## config.mk

```make
export PLATFORM = sky130hd
export DESIGN_NAME = module_power_boot_sequencer
export DESIGN_NICKNAME = d
export VERILOG_FILES = /design/src/rtl/pwrseq_pkg.sv /design/src/rtl/sync_bus_if.sv /design/src/rtl/input_sync_bank.sv /design/src/rtl/module_power_boot_sequencer.sv
export SDC_FILE = /design/constraint.sdc
export NUM_CORES = 1
export LEC_CHECK = 0
export BUFFER_PORTS_ARGS = -buffer_cell sky130_fd_sc_hd__buf_2
export CORE_ASPECT_RATIO = 0.75
export CORE_UTILIZATION = 40
export CTS_BUF_LIST = sky130_fd_sc_hd__clkbuf_8
export CTS_CLUSTER_DIAMETER = 150
export DETAILED_ROUTE_END_ITERATION = 7
export SLEW_MARGIN = 0
export SYNTH_ARGS = -nofsm -noshare
export SYNTH_HDL_FRONTEND = slang
export SYNTH_SLANG_ARGS = --single-unit
```

## constraint.sdc

```tcl
create_clock -name clk_sys -period 3.6 [get_ports clk_sys]
set_clock_uncertainty 0.15 [all_clocks]
set_input_delay 0.36 -clock clk_sys [delete_from_list [all_inputs] [get_ports clk_sys]]
set_output_delay 0.36 -clock clk_sys [all_outputs]
set_load 0.01 [all_outputs]
```

## src/rtl/pwrseq_pkg.sv

```systemverilog
/*
  Constants, types and the strap decode for the module power and boot
  sequencer. Assumes a single 250 MHz system clock and an APB register port.
*/
package pwrseq_pkg;

  // Clock rate
  localparam longint CLK_HZ            = 250_000_000;

  // Timing: carrier supply settle time before reset release
  localparam longint SETTLE_NS         = 1000;
  localparam int     SETTLE_CYCLES     =
    int'((SETTLE_NS * CLK_HZ + 64'd999_999_999) / 64'd1_000_000_000);

  // Timing: power button hold time for forced power off
  localparam longint BTN_HOLD_S        = 5;
  localparam int     BTN_HOLD_CYCLES   = int'(BTN_HOLD_S * CLK_HZ);

  // Register byte offsets
  localparam logic [7:0] CTRL_OFFSET   = 8'h00;
  localparam logic [7:0] STATUS_OFFSET = 8'h04;

  // Control register fields and reset value
  localparam int          CTRL_SUSPEND_BIT = 0;
  localparam int          CTRL_POWEROFF_BIT = 1;
  localparam logic [1:0]  CTRL_RESET       = 2'h0;

  // Status register fields
  localparam int STAT_FAULT_BIT   = 0;
  localparam int STAT_RSTREQ_BIT  = 1;
  localparam int STAT_BTN_BIT     = 2;
  localparam int STAT_RECOV_BIT   = 3;
  localparam int STAT_BOOT_LSB    = 4;
  localparam int STAT_FUSE_BIT    = 7;
  localparam int STAT_STATE_LSB   = 8;

  // Synchronised input vector layout
  localparam int IN_FAULT  = 0;
  localparam int IN_RSTREQ = 1;
  localparam int IN_BTN    = 2;
  localparam int IN_RECOV  = 3;
  localparam int IN_STRAP  = 4;
  localparam int IN_WIDTH  = 7;
  // Fault reads as asserted during reset, all else as released
  localparam logic [IN_WIDTH-1:0] IN_RESET = 7'h7E;

  typedef enum logic [2:0] {
    ST_OFF,
    ST_POWER_UP,
    ST_CARRIER_ON,
    ST_RUN,
    ST_SUSPEND,
    ST_HALT
  } seq_state_t;

  typedef enum logic [2:0] {
    BOOT_FUSED,
    BOOT_SPI_FLASH,
    BOOT_SD_CARD,
    BOOT_EMMC,
    BOOT_SERIAL_DL,
    BOOT_UNDEFINED
  } boot_src_t;

  // Straps are {sel2, sel1, sel0}; 1 = floating, 0 = grounded
  function automatic boot_src_t strap_decode(input logic [2:0] straps,
                                             input logic       recov_n);
    boot_src_t src;
    src = BOOT_UNDEFINED;
    if (!recov_n) begin
      src = BOOT_SERIAL_DL;
    end else if (straps == 3'h7) begin
      src = BOOT_FUSED;
    end else if (straps == 3'h1) begin
      src = BOOT_SPI_FLASH;
    end else if (straps == 3'h4) begin
      src = BOOT_SD_CARD;
    end else if (straps == 3'h5) begin
      src = BOOT_EMMC;
    end else if (straps == 3'h6) begin
      src = BOOT_SERIAL_DL;
    end
    return src;
  endfunction

endpackage

```

## src/rtl/sync_bus_if.sv

```systemverilog
/*
  Carrier of synchronised carrier-board inputs between the synchroniser
  and the sequencer. Assumes both ends run on the same system clock.
*/
`timescale 1ns/100ps
`default_nettype none
interface sync_bus_if #(parameter int WIDTH = 7);
  logic [WIDTH-1:0] level;
  modport producer (output level);
  modport consumer (input  level);
endinterface
`default_nettype wire

```

## src/rtl/input_sync_bank.sv

```systemverilog
/*
  Two-stage synchroniser bank for asynchronous carrier pins.
  Assumes pins are quasi-static compared with the system clock.
*/
`timescale 1ns/100ps
`default_nettype none
module input_sync_bank
  import pwrseq_pkg::*;
#(
  parameter int               WIDTH   = IN_WIDTH,
  parameter logic [WIDTH-1:0] RST_VAL = IN_RESET
) (
  // Clock and reset
  input  wire logic             clk_sys,
  input  wire logic             sys_rst,
  // Raw pins
  input  wire logic [WIDTH-1:0] pins,
  // Synchronised levels
  sync_bus_if.producer          sync_out
);

  logic [WIDTH-1:0] meta_q;
  logic [WIDTH-1:0] stable_q;

  generate
    if (WIDTH < 1) begin : g_bad_width
      $error("input_sync_bank: WIDTH must be at least 1");
    end
  endgenerate

  // Two flops per pin; only the second stage is read
  genvar i;
  generate
    for (i = 0; i < WIDTH; i++) begin : g_sync
      always_ff @(posedge clk_sys) begin
        if (sys_rst) begin
          meta_q[i]   <= RST_VAL[i];
          stable_q[i] <= RST_VAL[i];
        end else begin
          meta_q[i]   <= pins[i];
          stable_q[i] <= meta_q[i];
        end
      end
    end
  endgenerate

  assign sync_out.level = stable_q;

endmodule
`default_nettype wire

```

## src/rtl/module_power_boot_sequencer.sv

```systemverilog
/*
  Power-up, reset, power-button and boot-source sequencer of the module,
  with an APB control and status port.
  Assumes carrier pins are asynchronous and sys_rst is held while the
  module clock starts.
*/
`timescale 1ns/100ps
`default_nettype none
// Notes on behaviour
// Power circuits stay disabled while the input power fault is low.
// Carrier holds the power fault low until its supply is stable.
// Once power is good, sequencing starts without any carrier request.
// Next step raises carrier supply enable and standby to run levels.
// Carrier supply enable is active high and switches carrier supplies.
// Standby output goes low to signal the suspend state.
// Carrier reset stays low through power-up; released only to boot.
// Carrier reset is released only after carrier enables are up.
// A low reset request forces the module back into reset.
// Boot waits while the reset request is still low.
// A low power button wakes the system.
// Button low for five seconds powers the system off at once.
// Straps all floating select fused default; 1,2 grounded select flash.
// Straps 0,1 grounded SD; only 1 grounded eMMC; only 0 download.
// Fused default resolves to booting from the serial flash.
// Low recovery-force selects serial download regardless of straps.
// Carrier keeps recovery-force high for normal booting.
// Serial download mode takes its image over the first USB port.
// Asynchronous carrier inputs pass two flip-flops before use.
// Straps are sampled once at reset release and then held.
// Button hold counter runs on the module clock, clears when high.
module module_power_boot_sequencer
  import pwrseq_pkg::*;
#(
  parameter int SETTLE = SETTLE_CYCLES,
  parameter int HOLD   = BTN_HOLD_CYCLES
) (
  // Clock and reset
  input  wire logic        clk_sys,
  input  wire logic        sys_rst,
  // Carrier inputs
  input  wire logic        input_power_fault_n,
  input  wire logic        reset_request_n,
  input  wire logic        power_button_n,
  input  wire logic        recovery_force_n,
  input  wire logic [2:0]  boot_strap_n,
  // Carrier outputs
  output logic             power_circuit_enable,
  output logic             carrier_supply_enable,
  output logic             carrier_standby_n,
  output logic             carrier_reset_n,
  // Boot selection
  output logic [2:0]       boot_source,
  output logic             boot_fuse_default,
  output logic             first_usb_port_download,
  // APB slave
  input  wire logic        psel,
  input  wire logic        penable,
  input  wire logic        pwrite,
  input  wire logic [7:0]  paddr,
  input  wire logic [31:0] pwdata,
  output logic             pready,
  output logic [31:0]      prdata,
  output logic             pslverr
);

  generate
    if (SETTLE < 1 || SETTLE > 65535) begin : g_bad_settle
      $error("SETTLE must be within 1 to 65535 cycles");
    end
    if (HOLD < 2) begin : g_bad_hold
      $error("HOLD must be at least 2 cycles");
    end
  endgenerate

  sync_bus_if #(.WIDTH(IN_WIDTH)) sync_bus ();

  input_sync_bank #(.WIDTH(IN_WIDTH), .RST_VAL(IN_RESET)) u_sync (
    .clk_sys  (clk_sys),
    .sys_rst  (sys_rst),
    .pins     ({boot_strap_n, recovery_force_n, power_button_n,
                reset_request_n, input_power_fault_n}),
    .sync_out (sync_bus.producer)
  );

  logic       fault_s;
  logic       rstreq_s;
  logic       btn_s;
  logic       recov_s;
  logic [2:0] strap_s;

  assign fault_s  = sync_bus.level[IN_FAULT];
  assign rstreq_s = sync_bus.level[IN_RSTREQ];
  assign btn_s    = sync_bus.level[IN_BTN];
  assign recov_s  = sync_bus.level[IN_RECOV];
  assign strap_s  = sync_bus.level[IN_STRAP +: 3];

  seq_state_t  state_q;
  seq_state_t  state_d;
  logic [15:0] settle_q;
  logic [31:0] btn_cnt_q;
  logic        btn_prev_q;
  logic        btn_armed_q;
  logic [1:0]  ctrl_q;
  boot_src_t   boot_raw_q;
  logic        btn_long;
  logic        wake_press;
  logic        settled;
  logic        apb_write;

  // Hold time counted on the module clock, cleared while high
  always_ff @(posedge clk_sys) begin
    if (sys_rst) begin
      btn_cnt_q <= 32'h0;
    end else if (btn_s) begin
      btn_cnt_q <= 32'h0;
    end else if (btn_cnt_q != 32'(HOLD - 1)) begin
      btn_cnt_q <= btn_cnt_q + 32'h1;
    end
  end

  // A press only wakes after the button was seen released
  always_ff @(posedge clk_sys) begin
    if (sys_rst) begin
      btn_prev_q  <= 1'b1;
      btn_armed_q <= 1'b0;
    end else begin
      btn_prev_q <= btn_s;
      if (btn_long) begin
        btn_armed_q <= 1'b0;
      end else if (btn_s) begin
        btn_armed_q <= 1'b1;
      end
    end
  end

  assign btn_long   = !btn_s && (btn_cnt_q == 32'(HOLD - 1));
  assign wake_press = !btn_s && btn_prev_q && btn_armed_q;
  assign settled    = (settle_q == 16'(SETTLE - 1));

  always_comb begin
    state_d = state_q;
    case (state_q)
      ST_OFF: begin
        if (fault_s) begin
          state_d = ST_POWER_UP;
        end
      end
      ST_POWER_UP: begin
        if (settled) begin
          state_d = ST_CARRIER_ON;
        end
      end
      ST_CARRIER_ON: begin
        if (settled && rstreq_s) begin
          state_d = ST_RUN;
        end
      end
      ST_RUN: begin
        if (ctrl_q[CTRL_SUSPEND_BIT]) begin
          state_d = ST_SUSPEND;
        end
      end
      ST_SUSPEND: begin
        if (wake_press) begin
          state_d = ST_RUN;
        end
      end
      ST_HALT: begin
        if (wake_press) begin
          state_d = ST_POWER_UP;
        end
      end
      default: begin
        state_d = ST_OFF;
      end
    endcase
    if (state_q inside {ST_CARRIER_ON, ST_RUN, ST_SUSPEND}) begin
      if (btn_long || ctrl_q[CTRL_POWEROFF_BIT]) begin
        state_d = ST_HALT;
      end else if (!rstreq_s && state_q != ST_CARRIER_ON) begin
        state_d = ST_CARRIER_ON;
      end
    end
    if (!fault_s) begin
      state_d = ST_OFF;
    end
  end

  always_ff @(posedge clk_sys) begin
    if (sys_rst) begin
      state_q <= ST_OFF;
    end else begin
      state_q <= state_d;
    end
  end

  // Settle counter restarts on every state change
  always_ff @(posedge clk_sys) begin
    if (sys_rst || state_d != state_q) begin
      settle_q <= 16'h0;
    end else if (!settled) begin
      settle_q <= settle_q + 16'h1;
    end
  end

  // Carrier pins follow the next state so they line up with state_q
  always_ff @(posedge clk_sys) begin
    if (sys_rst) begin
      power_circuit_enable  <= 1'b0;
      carrier_supply_enable <= 1'b0;
      carrier_standby_n     <= 1'b0;
      carrier_reset_n       <= 1'b0;
    end else begin
      power_circuit_enable  <= (state_d != ST_OFF);
      carrier_supply_enable <= state_d inside
        {ST_CARRIER_ON, ST_RUN, ST_SUSPEND};
      carrier_standby_n     <= state_d inside
        {ST_CARRIER_ON, ST_RUN};
      carrier_reset_n       <= state_d inside
        {ST_RUN, ST_SUSPEND};
    end
  end

  // Straps caught once, at the edge that releases the carrier reset
  always_ff @(posedge clk_sys) begin
    if (sys_rst) begin
      boot_raw_q <= BOOT_UNDEFINED;
    end else if (state_d == ST_RUN && !carrier_reset_n) begin
      boot_raw_q <= strap_decode(strap_s, recov_s);
    end
  end

  // Fused default resolves to the serial flash
  always_ff @(posedge clk_sys) begin
    if (sys_rst) begin
      boot_source             <= 3'(BOOT_UNDEFINED);
      boot_fuse_default       <= 1'b0;
      first_usb_port_download <= 1'b0;
    end else begin
      boot_source       <= (boot_raw_q == BOOT_FUSED) ?
                           3'(BOOT_SPI_FLASH) : 3'(boot_raw_q);
      boot_fuse_default <= (boot_raw_q == BOOT_FUSED);
      first_usb_port_download <= (boot_raw_q == BOOT_SERIAL_DL) &&
                                 carrier_reset_n;
    end
  end

  // APB: ready comes one cycle after setup, no wait states
  assign apb_write = psel && penable && pready && pwrite;

  always_ff @(posedge clk_sys) begin
    if (sys_rst) begin
      ctrl_q <= CTRL_RESET;
    end else begin
      if (apb_write && paddr == CTRL_OFFSET) begin
        ctrl_q <= pwdata[1:0];
      end
      if (state_q == ST_SUSPEND && state_d == ST_RUN) begin
        ctrl_q[CTRL_SUSPEND_BIT] <= 1'b0;
      end
      if (state_d == ST_HALT || state_d == ST_OFF) begin
        ctrl_q <= CTRL_RESET;
      end
    end
  end

  always_ff @(posedge clk_sys) begin
    if (sys_rst) begin
      pready  <= 1'b0;
      pslverr <= 1'b0;
      prdata  <= 32'h0;
    end else begin
      pready  <= psel && !penable;
      pslverr <= 1'b0;
      prdata  <= 32'h0;
      if (psel && !penable) begin
        if (paddr == CTRL_OFFSET) begin
          prdata[1:0] <= ctrl_q;
        end else if (paddr == STATUS_OFFSET) begin
          prdata[STAT_FAULT_BIT]  <= fault_s;
          prdata[STAT_RSTREQ_BIT] <= rstreq_s;
          prdata[STAT_BTN_BIT]    <= btn_s;
          prdata[STAT_RECOV_BIT]  <= recov_s;
          prdata[STAT_BOOT_LSB +: 3] <= boot_source;
          prdata[STAT_FUSE_BIT]   <= boot_fuse_default;
          prdata[STAT_STATE_LSB +: 3] <= 3'(state_q);
        end else begin
          pslverr <= 1'b1;
        end
      end
    end
  end
endmodule
`default_nettype wire

```

# Yosys cells after proc, flatten, opt, wreduce, memory -nomap -nowiden
# Index checks and enable logic that the tools add are counted.
classes:
  reduce_logical: 37
  muxes: 20
  addsub: 2
  n_eq_ne: 21
  n_bitwise: 2
op_table:
  columns: ["op", "count"]
  rows:
  - ["$mux 3", 15]
  - ["$add 32x1->32 const B", 1]
  - ["$eq 32x31->1 const B", 1]
  - ["$ne 32x31->1 const B", 1]
  - ["$eq 3x3->1 const B", 9]
  - ["$pmux 3 s6", 1]
  - ["$add 16x1->16 const B", 1]
  - ["$eq 16x8->1 const B", 1]
  - ["$logic_and 1x1->1", 13]
  - ["$eq 3x2->1 const B", 4]
  - ["$mux 11", 1]
  - ["$reduce_or 2->1", 5]
  - ["$logic_not 3->1", 3]
  - ["$reduce_bool 3->1", 3]
  - ["$eq 8x3->1 const B", 1]
  - ["$logic_not 8->1", 1]
  - ["$eq 3x1->1 const B", 2]
  - ["$reduce_or 3->1", 2]
  - ["$logic_not 1->1", 4]
  - ["$reduce_bool 2->1", 2]
  - ["$reduce_or 4->1", 1]
  - ["$logic_or 1x1->1", 3]
  - ["$ne 3x2->1 const B", 1]
  - ["$ne 3x3->1", 1]
  - ["other kinds (3)", 5]
totals:
  wordCells: 117
  ff_bits: 115
  out_inout_bits: 43
  in_bits: 52

# Longest topological paths before layout
logic_depth:
  depth_word: 12
  mapped_depth: 10
  ltp_nobuf: 8

# By module
# From an unflattened synthesis, not the netlist that was laid out.
hier_totals:
  cells_unflattened: 466
  hier_area_um2: 4246.6
by_module_without_submodules:
  columns: ["module", "instances", "seq_area_each_um2", "cells_per_inst", "area_per_inst_um2"]
  rows:
  - ["module_power_boot_sequencer", 1, 1601.5, 437, 3862.5]
  - ["input_sync_bank", 1, 280.3, 29, 384.1]

# Worst setup path before layout
# OpenSTA, ideal clock, no wires.
synth_path:
  path_type: "reg2reg"
  startpoint: "reg settle_q[0]"
  endpoint: "reg boot_raw_q[2]"
  synth_period_minus_slack_ns: 2.532
  required_time_ns: 3.329
  arrival_time_ns: 2.261
  path_slack_ns: 1.068
  n_path_buf: 0
  path_stages_with_launch: 8
  setup_ns: 0.121
  path_cell_list: "dfxtp_1 > ha_1 > nor4b_2 > nand4_1 > or3b_1 > a311o_1 > or3_4 > mux2_4"
synth_via:
  elab_chain_len: 10
  elab_cells_between_ends: 11
  classes_between: "eq/ne: 2; mux: 7; reduce/logical: 2"
synth_rtl:
  columns: ["item", "line_no", "rtl"]
  rows:
  - ["start, declared", "module_power_boot_sequencer.sv:99", "logic [15:0] settle_q;"]
  - ["start signal, assigned", "module_power_boot_sequencer.sv:202", "settle_q <= settle_q + 16'h1;"]
  - ["$eq 16x8->1 (*)", "module_power_boot_sequencer.sv:138", "assign settled = (settle_q == 16'(SETTLE - 1));"]
  - ["$logic_and 1x1->1", "module_power_boot_sequencer.sv:154", "if (settled && rstreq_s) begin"]
  - ["$mux 3", "module_power_boot_sequencer.sv:154", null]
  - ["$pmux 3 s6 (*)", "module_power_boot_sequencer.sv:142", "case (state_q)"]
  - ["$mux 3", "module_power_boot_sequencer.sv:180", "end else if (!rstreq_s && state_q != ST_CARRIER_ON) begin"]
  - ["$mux 3", "module_power_boot_sequencer.sv:178", "if (btn_long || ctrl_q[CTRL_POWEROFF_BIT]) begin"]
  - ["$mux 3 (*)", "module_power_boot_sequencer.sv:177", "if (state_q inside {ST_CARRIER_ON, ST_RUN, ST_SUSPEND}) begin"]
  - ["$mux 3 (*)", "module_power_boot_sequencer.sv:184", "if (!fault_s) begin"]
  - ["$eq 3x2->1 (*)", "module_power_boot_sequencer.sv:228", "end else if (state_d == ST_RUN && !carrier_reset_n) begin"]
  - ["$logic_and 1x1->1 (*)", "module_power_boot_sequencer.sv:228", null]
  - ["end signal, assigned", "module_power_boot_sequencer.sv:229", "boot_raw_q <= strap_decode(strap_s, recov_s);"]
  - ["end, declared", "module_power_boot_sequencer.sv:104", "boot_src_t boot_raw_q;"]
# Mark *: on every way between the ends. The rest lies on a longest branch, timed or not.
# A chain may end at the register's enable or synchronous reset.

# Worst setup path in the final report
# Ends and elaborated chain as after synthesis.

==> qor.csv <==
stage,metric,value,unit
run_status,outcome,completed,
critical_path,arrival,3.01,ns
sta,slew_viol_final,0,
pwr,max-vdd-ir-drop,0.3451,mV
route,drt-initial-drc-count,265,
logic_synthesis,synth_cell_type_count,61,
place,post_dp_cell_area,4551,um2
floorplanning,initial_core_util,0.4146,
place,io_buffers,43,
logic_synthesis,syn-cell-area,4299,um2
clock_tree,cts_buffers,9,
place,hpwl,6237,um
route,drc,0,
critical_path,crit_type,reg -> reg,
logic_synthesis,synth_edf_count,0,
critical_path,worst-path-max-fanout,6,
clock_tree,clock_sinks,94,
sta,setup_ws,0.6999,ns
route,wirelength,8925,um
grt,antenna_found_initial,0,
sta,fin_tns_setup,0,ns
logic_synthesis,yosysMostFrequentCell,dfxtp_1,
sta,finalCritPeriodShare,0.8056,
finish,antenna_cells,0,
clock_tree,tritoncts,yes,
route,vias_per_cell,5.107,
grt,grt_pass1_wl,14990,um
critical_path,cp.required,3.71,ns
finish,fin_cells,657,
route,postRouteAntennaNets,0,
clock_tree,clk_latency,0.37,ns
logic_synthesis,synth-main-ff-cell,dfxtp_1,
logic_synthesis,synthTopCellsByArea,"dfxtp_1 (44%), xnor2_1 (6.3%), nor2_1 (4.2%)",
logic_synthesis,yosysTopAreaCell,dfxtp_1,
sta,tightestPinTransition,0.6487,ns
sta,fmax,344.8,MHz
floorplanning,dieArea,11170,um2
sta,rsz0062_at_grt,no,
critical_path,cp-end-kind,flop,
logic_synthesis,ys_ff_latch,94,
finish,fillers,1002,
critical_path,start_kind,flop,
sta,final_hold_viol_count,0,
sta,period_needed,2.900,ns
route,first_pass_iters,4,
logic_synthesis,avgSynthCellArea,8.994,um2
route,num_vias,3355,
grt,grt_pass1_vias,3059,
logic_synthesis,syn_inst,478,
place,placed_cells,640,
clock_tree,root_buffer,clkbuf_8,
critical_path,max_stage_delay,0.45,ns
finish,area_growth,10.68,%
floorplanning,die_w,121.7,um
pwr,power_density,381.6,nW/um2
grt,grt_max_degree,34,
floorplanning,die_y,91.78,um
finish,final_net_count,572,
grt,grt_overflow,0,
finish,finalInstanceArea,4758,um2
clock_tree,cts_buffer_depth,2,
critical_path,crit_family,simple AND/OR/NAND/NOR gates,
sta,setup_viol,0,
clock_tree,cts_resized,0,
logic_synthesis,synthTopCellsByCount,"dfxtp_1 (94), nor2_1 (48), nor3_1 (32), xnor2_1 (31), nand2_1 (27)",
critical_path,crit_chain,ha_1 -> nor4b_2 -> nand4_1 -> or3b_1 -> a311o_1 -> or3_4 -> mux2_4,
logic_synthesis,yosys_warnings,0,
floorplanning,num_io_pins,95,
critical_path,cp_slowest_cell,or3b_1,
sta,fin_hold_ws,0.01890,ns
critical_path,cp_num_buf_inv,0,
sta,slew_headroom,0.5675,
place,place.gp.congestion,0.8580,
min_path,hp-class,in -> reg,
floorplanning,rows,32,
pwr,finalPower,1.816,mW
pwr,power_leakage,1.716,nW
grt,grtUsageTotal,0.1721,
finish,drive_gt1_frac,0.1804,
route,wl_per_cell,13.58,um
flow_run,maxCapViolations,0,
floorplanning,core,10370,um2
logic_synthesis,ys_seq_area_frac,0.4377,
logic_synthesis,async_reset_ff_frac,0,
place,dp_slack,0.7309,ns
clock_tree,htree_num_levels,3,
clock_tree,clkTransAtPathRegs,0.09,ns
finish,utilization,0.4589,
logic_synthesis,netlist.area_leader.share,0.4377,
## sequential cells by signal, indices dropped and copies added (netlist names), 2 cells and up
register,count
boot_raw_q,3
boot_source,3
btn_cnt_q,32
ctrl_q,2
prdata,11
settle_q,16
state_q,3
u_sync.meta_q,7
u_sync.sync_out.level,7
## path summary, 6_finish.rpt
kind,depth (start not counted),start,slack (ns),end
worst min register to register,1,u_sync.meta_q[5]$_SDFF_PP1_,0.26,u_sync.sync_out.level[5]$_SDFF_PP1_
worst max-delay path,7,settle_q[0]$_SDFFE_PP0N_,0.70,boot_raw_q[2]$_SDFFE_PP1P_
worst min-delay path,2,power_button_n,0.02,u_sync.meta_q[2]$_SDFF_PP1_
worst max register to register,7,settle_q[0]$_SDFFE_PP0N_,0.70,boot_raw_q[2]$_SDFFE_PP1P_
## power breakdown
part	internal (mW)	switching, mW	total (mW)
registers	1.05	0.0114	1.06
logic	0.0313	0.0398	0.0711
clock network	0.316	0.366	0.682
total	1.40	0.417	1.82
## timing repair
| item | in CTS | in global routing |
|---|---|---|
| hold endpoints to repair | 2 | 0 |
| buffers inserted | 0 | 0 |
| hold buffers | 2 | 0 |
## placed cells by master (no fill, tap or decap), types with 4 or more instances in the layout
cell type and instances:
mux2i_1 6, xnor2_1 31, xor2_1 14, inv_1 16, and3_1 10, nor2b_1 10
o21ai_0 5, nor2_1 48, clkbuf_8 9, nand2b_1 4, or2_2 16, nand2_1 27
dfxtp_1 94, nor4_1 15, and2_1 7, nor3_1 32, nand4_1 12, buf_2 43
or3_1 4, nand3_1 17, buf_4 4, a21oi_1 5, nor3b_1 4, conb_1 21
## worst register-to-register path, delay by kind of cell, from the launching register on
| family | cells | cell delay, ns |
|---|---|---|
| mux | 1 | 0.30 |
| fa+ha+maj | 1 | 0.19 |
| flops | 1 | 0.42 |
| simple gates | 4 | 1.30 |
| compound gates | 1 | 0.44 |
## layer usage
layer  vias to the layer above  GRT usage  part of all wire
li1                       1692          -                 -
met1                      1554     0.2514              0.51
met2                       105     0.2386              0.41
met3                         4    0.05535             0.066
met4                         0    0.04733            0.0068
met5                         -          0                 0
## cell type report
class	count	area (um2)	share of cell area
clock inverter	6	63.81	0.01341
clock buffer	9	123.9	0.02603
multi-input combinational	347	2193	0.4610
inverter	16	60.06	0.01262
sequential	94	1882	0.3955
tap	136	170.2	0.03576
timing repair buffer	49	265.3	0.05575
## cells by family after synthesis
group,after synthesis,synth area share
AOI/OAI and AO/OA,40,0.07014
adders and majority gates,3,0.008732
other,1,0.0008723
and+or+nand+nor,231,0.3038
muxes,7,0.01746
DFF,94,0.4377
buffers and inverters,57,0.06956
xor gates and xnor gates,45,0.09168
(Power assumes the default switching activity.)
